--- config.mk ---
export PLATFORM = sky130hd
export DESIGN_NAME = wrp_wiper_i2c_slave
export DESIGN_NICKNAME = d
export VERILOG_FILES = /design/src/rtl/wrp_pkg.sv /design/src/rtl/wrp_nv_store.sv /design/src/rtl/wrp_wiper_i2c_slave.sv
export SDC_FILE = /design/constraint.sdc
export NUM_CORES = 1
export LEC_CHECK = 0
export BUFFER_PORTS_ARGS = -buffer_cell sky130_fd_sc_hd__buf_2
export CORE_MARGIN = 4
export CORE_UTILIZATION = 25
export CTS_CLUSTER_DIAMETER = 80
export DETAILED_ROUTE_END_ITERATION = 6
export MAX_ROUTING_LAYER = met4
export PLACE_DENSITY = 0.39
export SYNTH_ARGS = -nofsm -noshare
export SYNTH_HDL_FRONTEND = slang
export SYNTH_SLANG_ARGS = --single-unit
--- constraint.sdc ---
create_clock -name i_clk -period 2.2 [get_ports i_clk]
set_input_delay 0.22 -clock i_clk [delete_from_list [all_inputs] [get_ports i_clk]]
set_output_delay 0.22 -clock i_clk [all_outputs]
set_load 0.005 [all_outputs]
--- src/rtl/wrp_pkg.sv ---
package wrp_pkg;
    localparam int CLK_HZ = 10_000_000;
    localparam int CODE_W = 5;
    localparam logic [3:0] ADDR_PREFIX = 4'h5;
    localparam logic [1:0] ADDR_FACTORY_BITS = 2'h0;
    localparam logic [7:0] CMD_VOLATILE_WRITE = 8'h11;
    localparam logic [7:0] CMD_NONVOLATILE_WRITE = 8'h21;
    localparam logic [7:0] CMD_RECALL = 8'h61;
    localparam logic [7:0] CMD_STORE = 8'h51;
    localparam logic [CODE_W-1:0] NV_FACTORY_VALUE = 5'h00;
    localparam int DATA_CODE_MSB = 7;
    localparam int DATA_CODE_LSB = 3;
    localparam int POWERUP_TIME_NS = 20_000;
    localparam int POWERUP_CYCLES_RAW = POWERUP_TIME_NS / (1_000_000_000 / CLK_HZ);
    localparam int POWERUP_CYCLES = (POWERUP_CYCLES_RAW < 1) ? 1 : POWERUP_CYCLES_RAW;
    localparam int POWERUP_CNT_W = 8;
    localparam logic [POWERUP_CNT_W-1:0] POWERUP_LAST = POWERUP_CNT_W'(POWERUP_CYCLES - 1);
    localparam logic [3:0] BIT_ACK = 4'h8;
    localparam logic [3:0] BIT_LAST_DATA = 4'h7;
    localparam logic [3:0] BIT_AFTER_START = 4'hF;

    typedef enum logic [2:0] {
        WRP_ST_IDLE,
        WRP_ST_ADDR,
        WRP_ST_CMD,
        WRP_ST_DATA,
        WRP_ST_EXTRA,
        WRP_ST_IGNORE
    } wrp_state_t;

    typedef struct packed {
        logic scl;
        logic sda;
    } wrp_bus_t;

    typedef struct packed {
        logic wr_en;
        logic [CODE_W-1:0] wr_data;
    } wrp_nv_req_t;
endpackage

--- src/rtl/wrp_nv_store.sv ---
`timescale 1ns/1ns
`default_nettype none
module wrp_nv_store (
    // clock and reset
    input wire logic i_clk,
    input wire logic i_arst_n,
    // write port
    input wire wrp_pkg::wrp_nv_req_t i_req,
    // read port
    output logic [wrp_pkg::CODE_W-1:0] o_rd_data
);
    import wrp_pkg::*;

    logic [CODE_W-1:0] cell_reg;
    logic [CODE_W-1:0] cell_next;

    always_comb begin
        cell_next = cell_reg;
        if (i_req.wr_en) begin
            cell_next = i_req.wr_data;
        end
    end

    always_ff @(posedge i_clk or negedge i_arst_n) begin
        if (!i_arst_n) begin
            cell_reg <= NV_FACTORY_VALUE;
        end else begin
            cell_reg <= cell_next;
        end
    end

    assign o_rd_data = cell_reg;
endmodule
`default_nettype wire

--- src/rtl/wrp_wiper_i2c_slave.sv ---
// Summary of operation
// - address 0101 plus two fixed bits 00 and one pin select bit
// - eighth bit high means no operation
// - pull data low on ninth clock
// - first byte command, later bytes data
// - first data byte to selected register
// - decode four command byte codes
// - wiper code from data bits seven-three
// - volatile write moves wiper at once
// - nonvolatile write leaves wiper alone
// - recall copies stored code to wiper
// - store copies wiper code to storage
// - storage is one five-bit register
// - storage starts at all zeros
// - power-up loads stored code to wiper
// - power-up load within twenty microseconds
// - standby after power-up load when idle or when ignoring a transaction (other address or read)
`timescale 1ns/1ns
`default_nettype none
module wrp_wiper_i2c_slave (
    // clock and reset
    input wire logic i_clk,
    input wire logic i_arst_n,
    // two-wire bus
    input wire logic i_scl,
    input wire logic i_sda,
    output logic o_sda_oe,
    // address select pin
    input wire logic i_address_select_input,
    // wiper and status
    output logic [wrp_pkg::CODE_W-1:0] o_wiper,
    output logic o_standby,
    output logic o_init_done
);
    import wrp_pkg::*;

    wrp_bus_t sync1_reg;
    wrp_bus_t sync2_reg;
    wrp_bus_t prev_reg;
    logic asel1_reg;
    logic asel2_reg;

    always_ff @(posedge i_clk or negedge i_arst_n) begin
        if (!i_arst_n) begin
            sync1_reg <= '{scl: 1'b1, sda: 1'b1};
            sync2_reg <= '{scl: 1'b1, sda: 1'b1};
            prev_reg <= '{scl: 1'b1, sda: 1'b1};
            asel1_reg <= 1'b0;
            asel2_reg <= 1'b0;
        end else begin
            sync1_reg <= '{scl: i_scl, sda: i_sda};
            sync2_reg <= sync1_reg;
            prev_reg <= sync2_reg;
            asel1_reg <= i_address_select_input;
            asel2_reg <= asel1_reg;
        end
    end

    logic scl_rise;
    logic scl_fall;
    logic start_cond;
    logic stop_cond;
    assign scl_rise = sync2_reg.scl && !prev_reg.scl;
    assign scl_fall = !sync2_reg.scl && prev_reg.scl;
    assign start_cond = sync2_reg.scl && prev_reg.scl && prev_reg.sda && !sync2_reg.sda;
    assign stop_cond = sync2_reg.scl && prev_reg.scl && !prev_reg.sda && sync2_reg.sda;

    function automatic logic addr_match(input logic [7:0] b, input logic sel);
        addr_match = (b[7:4] == ADDR_PREFIX) && (b[3:2] == ADDR_FACTORY_BITS) && (b[1] == sel);
    endfunction

    wrp_state_t state_reg;
    wrp_state_t state_next;
    logic [3:0] bit_reg;
    logic [3:0] bit_next;
    logic [7:0] shift_reg;
    logic [7:0] shift_next;
    logic [7:0] cmd_reg;
    logic [7:0] cmd_next;
    logic ack_reg;
    logic ack_next;
    logic [CODE_W-1:0] vol_reg;
    logic [CODE_W-1:0] vol_next;
    logic [POWERUP_CNT_W-1:0] pu_cnt_reg;
    logic [POWERUP_CNT_W-1:0] pu_cnt_next;
    logic init_reg;
    logic init_next;
    logic standby_reg;
    logic standby_next;
    wrp_nv_req_t nv_req;
    logic [CODE_W-1:0] nv_data;

    wrp_nv_store u_nv (
        .i_clk(i_clk),
        .i_arst_n(i_arst_n),
        .i_req(nv_req),
        .o_rd_data(nv_data)
    );

    always_comb begin
        logic [7:0] byte_in;
        logic [CODE_W-1:0] code;
        byte_in = shift_reg;
        code = shift_reg[DATA_CODE_MSB:DATA_CODE_LSB];
        state_next = state_reg;
        bit_next = bit_reg;
        shift_next = shift_reg;
        cmd_next = cmd_reg;
        ack_next = ack_reg;
        vol_next = vol_reg;
        pu_cnt_next = pu_cnt_reg;
        init_next = init_reg;
        nv_req = '{wr_en: 1'b0, wr_data: '0};
        if (!init_reg) begin
            if (pu_cnt_reg == POWERUP_LAST) begin
                init_next = 1'b1;
                vol_next = nv_data;
            end else begin
                pu_cnt_next = pu_cnt_reg + POWERUP_CNT_W'(1);
            end
        end else if (start_cond) begin
            state_next = WRP_ST_ADDR;
            // scl fall that follows start wraps count to zero
            bit_next = BIT_AFTER_START;
            ack_next = 1'b0;
        end else if (stop_cond) begin
            state_next = WRP_ST_IDLE;
            ack_next = 1'b0;
        end else if (state_reg != WRP_ST_IDLE && state_reg != WRP_ST_IGNORE) begin
            if (scl_rise && bit_reg < BIT_ACK) begin
                shift_next = {shift_reg[6:0], sync2_reg.sda};
            end
            if (scl_fall) begin
                if (bit_reg == BIT_LAST_DATA) begin
                    bit_next = BIT_ACK;
                    ack_next = 1'b1;
                    case (state_reg)
                        WRP_ST_ADDR: begin
                            if (!addr_match(byte_in, asel2_reg) || byte_in[0]) begin
                                ack_next = addr_match(byte_in, asel2_reg);
                            end
                        end
                        WRP_ST_CMD: cmd_next = byte_in;
                        WRP_ST_DATA: begin
                            case (cmd_reg)
                                CMD_VOLATILE_WRITE: vol_next = code;
                                CMD_NONVOLATILE_WRITE: nv_req = '{wr_en: 1'b1, wr_data: code};
                                CMD_RECALL: vol_next = nv_data;
                                CMD_STORE: nv_req = '{wr_en: 1'b1, wr_data: vol_reg};
                                default: vol_next = vol_reg;
                            endcase
                        end
                        default: ack_next = 1'b1;
                    endcase
                end else if (bit_reg == BIT_ACK) begin
                    bit_next = '0;
                    ack_next = 1'b0;
                    case (state_reg)
                        WRP_ST_ADDR: begin
                            if (addr_match(shift_reg, asel2_reg) && !shift_reg[0]) begin
                                state_next = WRP_ST_CMD;
                            end else begin
                                state_next = WRP_ST_IGNORE;
                            end
                        end
                        WRP_ST_CMD: state_next = WRP_ST_DATA;
                        default: state_next = WRP_ST_EXTRA;
                    endcase
                end else begin
                    bit_next = bit_reg + 4'h1;
                end
            end
        end
        standby_next = init_next && (state_next == WRP_ST_IDLE || state_next == WRP_ST_IGNORE);
    end

    always_ff @(posedge i_clk or negedge i_arst_n) begin
        if (!i_arst_n) begin
            state_reg <= WRP_ST_IDLE;
            bit_reg <= '0;
            shift_reg <= '0;
            cmd_reg <= '0;
            ack_reg <= 1'b0;
            vol_reg <= '0;
            pu_cnt_reg <= '0;
            init_reg <= 1'b0;
            standby_reg <= 1'b0;
        end else begin
            state_reg <= state_next;
            bit_reg <= bit_next;
            shift_reg <= shift_next;
            cmd_reg <= cmd_next;
            ack_reg <= ack_next;
            vol_reg <= vol_next;
            pu_cnt_reg <= pu_cnt_next;
            init_reg <= init_next;
            standby_reg <= standby_next;
        end
    end

    assign o_sda_oe = ack_reg;
    assign o_wiper = vol_reg;
    assign o_standby = standby_reg;
    assign o_init_done = init_reg;
endmodule
`default_nettype wire

; After elaboration in Yosys (flattened, before gate mapping)
; Cells that the tools add are included.
[word_totals]
elab_cells = 125
reg_bits = 52
in_bits = 5
out_inout_bits = 8
[op_classes]
addsub = 2
n_lt_le_gt_ge = 1
reduce_logical = 36
n_mux = 42
n_eq_ne = 22
bitwise_logic = 4
[op_table]
columns = operator, count
row1 = 6-bit 2-to-1 mux, 7
row2 = 5-bit 2-to-1 mux, 8
row3 = 3-bit 2-to-1 mux, 8
row4 = 4-bit 2-to-1 mux, 6
row5 = 8-bit by 7-bit equality test with 1-bit output (second input constant), 2
row6 = 1-bit logical AND, 13
row7 = 6-bit case mux with 2 select lines, 1
row8 = 1-bit 2-to-1 mux, 10
row9 = 5-bit case mux with 2 select lines, 1
row10 = 3-bit nonzero test, 3
row11 = 8-bit by 1-bit adder with 8-bit output (second input constant), 1
row12 = 4-bit by 3-bit equality test with 1-bit output (second input constant), 2
row13 = 8-bit by 5-bit equality test with 1-bit output (second input constant), 1
row14 = 8-bit by 6-bit equality test with 1-bit output (second input constant), 1
row15 = 8-bit equality test (second input constant), 1
row16 = 2-bit inequality test (second input constant), 4
row17 = 4-bit AND reduction, 2
row18 = 8-bit AND reduction, 1
row19 = 7-bit AND reduction, 1
row20 = 3-bit by 2-bit equality test with 1-bit output (second input constant), 2
row21 = 1-bit zero test, 6
row22 = 2-bit by 1-bit inequality test with 1-bit output (second input constant), 3
row23 = 3-bit case mux with 2 select lines, 1
row24 = 2-bit nonzero test, 3
row25 = other kinds (15), 19

; Longest topological paths before layout
[logic_depth]
depth_word = 16
depth_mapped = 7
depth_no_buf = 7

; By module
; From an unflattened synthesis, not the netlist that was laid out.
[unflattened]
cells_unflattened = 203
area_unflattened_um2 = 2462.4
[modules_own_cells]
columns = module, cells_each, n_inst, area_per_inst_um2
row1 = wrp_wiper_i2c_slave, 193, 1, 2280.9
row2 = wrp_nv_store, 10, 1, 181.4

; Least setup slack after synthesis
; No wires, ideal clock.
[synth_timing]
path_kind = reg-to-reg
startpoint = reg prev_reg[1] (netlist bit)
endpoint = reg vol_reg[0] (netlist: o_wiper[0])
arrival_time_ps = 2007
path_slack_ps = 65
synth_period_minus_slack_ps = 2135
stages_incl_launch_ff = 6
path_cell_list = dfstp_2 -> nor2b_1 -> nor4b_1 -> o2111ai_1 -> a21oi_2 -> mux2_1
[synth_between]
elab_chain_len = 5
word_cells_on_any_way = 10
classes_between = eq/ne: 3 / reduce/logical: 7
[synth_rtl]
columns = element, line
row1 = "start, declared", wrp_wiper_i2c_slave.sv:39  ; wrp_bus_t prev_reg;
row2 = "start signal, assigned", wrp_wiper_i2c_slave.sv:47  ; prev_reg <= '{scl: 1'b1, sda: 1'b1};
row3 = "start signal, assigned", wrp_wiper_i2c_slave.sv:53  ; prev_reg <= sync2_reg;
row4 = 1-bit logical AND, "wrp_wiper_i2c_slave.sv:65, wrp_wiper_i2c_slave.sv:66"
row5 = 1-bit logical AND (on tied branches) (2 in series), "wrp_wiper_i2c_slave.sv:66, wrp_wiper_i2c_slave.sv:65"
row6 = 2-bit inequality test (no line), --
row7 = 8-bit AND reduction (no line) (*), --
row8 = "end signal, assigned", wrp_wiper_i2c_slave.sv:194  ; vol_reg <= vol_next;
row9 = "end, declared", wrp_wiper_i2c_slave.sv:82  ; logic [CODE_W-1:0] vol_reg;
; Every way passes the cells marked *; elsewhere a longest branch is shown, timed or not.
; A chain may end at the register's enable or synchronous reset.

; Worst setup path in the final report
[layout_timing]
startpoint = reg shift_reg[7]
endpoint = reg standby_reg (netlist: o_standby)
[layout_between]
elab_chain_len = 16
word_cells_on_any_way = 17
classes_between = eq/ne: 2 / mux: 9 / reduce/logical: 6
[layout_rtl]
columns = element, line
row1 = "start, declared", wrp_wiper_i2c_slave.sv:76  ; logic [7:0] shift_reg;
row2 = "start signal, assigned", wrp_wiper_i2c_slave.sv:191  ; shift_reg <= shift_next;
row3 = 4-bit by 3-bit equality test with 1-bit output (*), wrp_wiper_i2c_slave.sv:69  ; addr_match = (b[7:4] == ADDR_PREFIX) && (b[3:2] == ADDR_FACTORY_BITS) && (b[1] == sel);
row4 = 1-bit logical AND (*) (2 in series), wrp_wiper_i2c_slave.sv:69
row5 = 1-bit logical AND (*), wrp_wiper_i2c_slave.sv:160  ; if (addr_match(shift_reg, asel2_reg) && !shift_reg[0]) begin
row6 = 3-bit 2-to-1 mux (*), wrp_wiper_i2c_slave.sv:160
row7 = 3-bit case mux with 2 select lines (*), wrp_wiper_i2c_slave.sv:158  ; case (state_reg)
row8 = 3-bit 2-to-1 mux (*), wrp_wiper_i2c_slave.sv:155  ; end else if (bit_reg == BIT_ACK) begin
row9 = 3-bit 2-to-1 mux (*), wrp_wiper_i2c_slave.sv:134  ; if (bit_reg == BIT_LAST_DATA) begin
row10 = 3-bit 2-to-1 mux (*), wrp_wiper_i2c_slave.sv:133  ; if (scl_fall) begin
row11 = 3-bit 2-to-1 mux (*), wrp_wiper_i2c_slave.sv:129  ; end else if (state_reg != WRP_ST_IDLE && state_reg != WRP_ST_IGNORE) begin
row12 = 3-bit 2-to-1 mux (*), wrp_wiper_i2c_slave.sv:126  ; end else if (stop_cond) begin
row13 = 3-bit 2-to-1 mux (*), wrp_wiper_i2c_slave.sv:121  ; end else if (start_cond) begin
row14 = 3-bit 2-to-1 mux (*), wrp_wiper_i2c_slave.sv:114  ; if (!init_reg) begin
row15 = named net state_next[1], wrp_wiper_i2c_slave.sv:73  ; wrp_state_t state_next;
row16 = 3-bit equality test or 3-bit zero test (tied branches), wrp_wiper_i2c_slave.sv:174  ; standby_next = init_next && (state_next == WRP_ST_IDLE || state_next == WRP_ST_IGNORE);
row17 = 1-bit logical OR (*), wrp_wiper_i2c_slave.sv:174
row18 = 1-bit logical AND (*), wrp_wiper_i2c_slave.sv:174
row19 = named net standby_next, wrp_wiper_i2c_slave.sv:89  ; logic standby_next;
row20 = "end signal, assigned", wrp_wiper_i2c_slave.sv:197  ; standby_reg <= standby_next;
row21 = "end, declared", wrp_wiper_i2c_slave.sv:88  ; logic standby_reg;
; Mark *: on every way through the listed nets, which the timed path passes. The rest lies on a longest branch.

==> results_dict.tcl <==
set metrics [dict create \
    outcome "finished, final reports clean" \
    regArea_um2 1310 \
    hpwl_mm 3.83 \
    grt_pass1_vias 1782 \
    routabilityCongestion 0.784 \
    hold_depth 1 \
    synth-edff-count 0 \
    grt_max_degree 23 \
    cts_tree "done" \
    yosysUniqueCellTypes 51 \
    min-delay-start "i_address_select_input" \
    drc 0 \
    r2r_slack_ns 0.09 \
    final.setup.tns_ns 0 \
    holdCritPathClass "in2reg" \
    fp.dieW_um 108 \
    multi_input_area_um2 1130 \
    path_clk_slew_ns 0.09 \
    dr_wl_met2_mm 2.35 \
    power.leakage_nw 1.37 \
    synth_common_cells "dfrtp_1, mux2_2, inv_1, o21ai_0" \
    reg2reg_from "shift_reg[7]" \
    fin_util_pct 31.0 \
    drt-met1-wl_mm 2.77 \
    slew_headroom_pct 63.2 \
    syn_nets 205 \
    die_h_um 108 \
    start_util_pct 25.5 \
    min_to "asel1_reg" \
    antenna_left 0 \
    dieArea_um2 11600 \
    drive_gt1_share_pct 35.1 \
    synth.area.top_cells "dfrtp_1, mux2_2, dfstp_2" \
    std_cell_rows 36 \
    avgViaCountPerCell 4.57 \
    cts-buffers-inserted 5 \
    r2r_cells 5 \
    critPathLaunchType "flop" \
    critPathKind "reg2reg" \
    power_density_nw_per_um2 515 \
    cts_num_sinks 52 \
    cp.required_ns 2.39 \
    clock.fmax_mhz 473 \
    io_pins 13 \
    drt_iter0_drc 48 \
    yosysTopAreaCell "dfrtp_1" \
    grt_overflow 0 \
    grt_pass1_wl_mm 9.01 \
    vdd_drop_max_mv 0.244 \
    netlist_instances 197 \
    wirelength_mm 5.33 \
    setup_viol 0 \
    synth_top_flop_cell "dfrtp_1" \
    clock_latency_ns 0.30 \
    top_layer_used "met4" \
    fin_crit_sh_pct 96.0 \
    htreeDepth 2 \
    fin_ws_ns 0.0874 \
    diodes 0 \
    hold_violations 0 \
    nets 249 \
    drv_slew 0 \
    netlist_area_um2 2480 \
    route.met3.wl_um 143 \
    wl_per_cell_um 14.2 \
    grt.total_usage_pct 10.1 \
    endpoint_kind "flop" \
    final.fill_count 1022 \
    fin_skew_ns 0.00423 \
    antenna_found_initial 0 \
    synth-seq-cells 52 \
    root_buffer "clkbuf_8" \
    synth_top_area_share_pct 46.4 \
    yosys_warnings 0 \
    cts.path.max_buffers 2 \
    port_buffers 12 \
    tightestPinTransition_ns 0.552 \
    power_w 0.00155 \
    dpl_worst_slack_ns 0.0666 \
    synth-seq-area-share_pct 52.7 \
    area_growth_syn_to_layout_pct 21.6 \
    postSynthAreaPerCell_um2 12.6 \
    vias 1713 \
    dr.pass1.iters 4 \
    ys_async_sr_fraction_pct 100 \
    drv_cap 0 \
    r2r_end "o_standby" \
    crit_arrival_ns 2.31 \
    coreArea_um2 9730 \
    min_period_ns 2.11 \
    cp_max_fo 5 \
    synth.most_common_cell "dfrtp_1" \
]
[where the power goes]
group | internal [W] | switching, W
combinational | 0.0000133 | 0.0000267
sequential | 0.000967 | 0.00000645
clock | 0.000228 | 0.000313
[stage by stage]
step	hold WS (ns)	area (µm²)	instances
after floorplan	-0.0756	2480	197
after global placement	0.246	2860	361
after detailed placement	0.255	2860	361
after CTS	0.00810	2980	372
after global routing	0.00726	3020	375
final	0.0242	3020	375
[placed cells by master, fill, tap and decap left out, types with 4 or more instances in the layout]
cell	count
xnor2_1	5
a21oi_1	4
buf_2	12
dfrtp_1	46
clkbuf_8	5
nand3b_1	5
inv_1	7
xor2_1	5
nand2_1	6
mux2_1	5
a22o_1	5
nor2_1	4
buf_4	27
mux2_2	27
dfstp_2	6
o21ai_0	7
[worst max path at each step]
stage	start	endpoint	slack, ns	depth (start not counted)
after floorplan	prev_reg[1]	o_wiper[0]	0.07	5
after global placement	shift_reg[7]	o_standby	0.05	5
after detailed placement	shift_reg[7]	o_standby	0.07	5
after CTS	bit_reg[0]	o_wiper[0]	0.04	8
after global routing	shift_reg[7]	o_standby	-0.007	5
final	shift_reg[7]	o_standby	0.09	5
[cells by family (layout without fill, tap and decap cells)]
kind of cell             after synthesis  count (layout)  synth area share [%]
AO/OA/AOI/OAI                         39              39                  11.6
XOR/XNOR                              10              10                  3.53
adder cells (fa/ha/maj)                3               3                  1.51
buffers and inverters                 13              58                  2.47
flip-flops                            52              52                  52.7
multiplexers                          33              33                  14.9
AND/OR/NAND/NOR                       47              47                  13.2
[final cells by class]
class / count / share of cell area (%)
clock buffer: 7 / 2.53
clock inverter: 1 / 0.290
inverter: 7 / 0.871
multi-input combinational: 132 / 37.4
sequential: 52 / 43.4
tap: 133 / 5.51
timing repair buffer: 43 / 10.1
[critical path, cell delays in order, from the launching register on]
cell      delay (ns)
dfrtp_1         0.43
or4b_1          0.54
or4_1           0.54
a311oi_2        0.30
nor2_1          0.09
o21a_1          0.11
[per-layer routing]
layer | GRT usage (%) | vias up
li1 | - | 832
met1 | 14.3 | 845
met2 | 14.7 | 32
met3 | 2.04 | 4
met4 | 3.07 | 0
met5 | - | -
[what timing repair did]
action                                  in CTS  in global routing
setup buffers                                0                  3
hold buffers                                 3                  0
resized for setup                            0                  4
endpoints found under the setup margin       0                  6
endpoints found under the hold margin       22                  0
(Power assumes the default switching activity.)
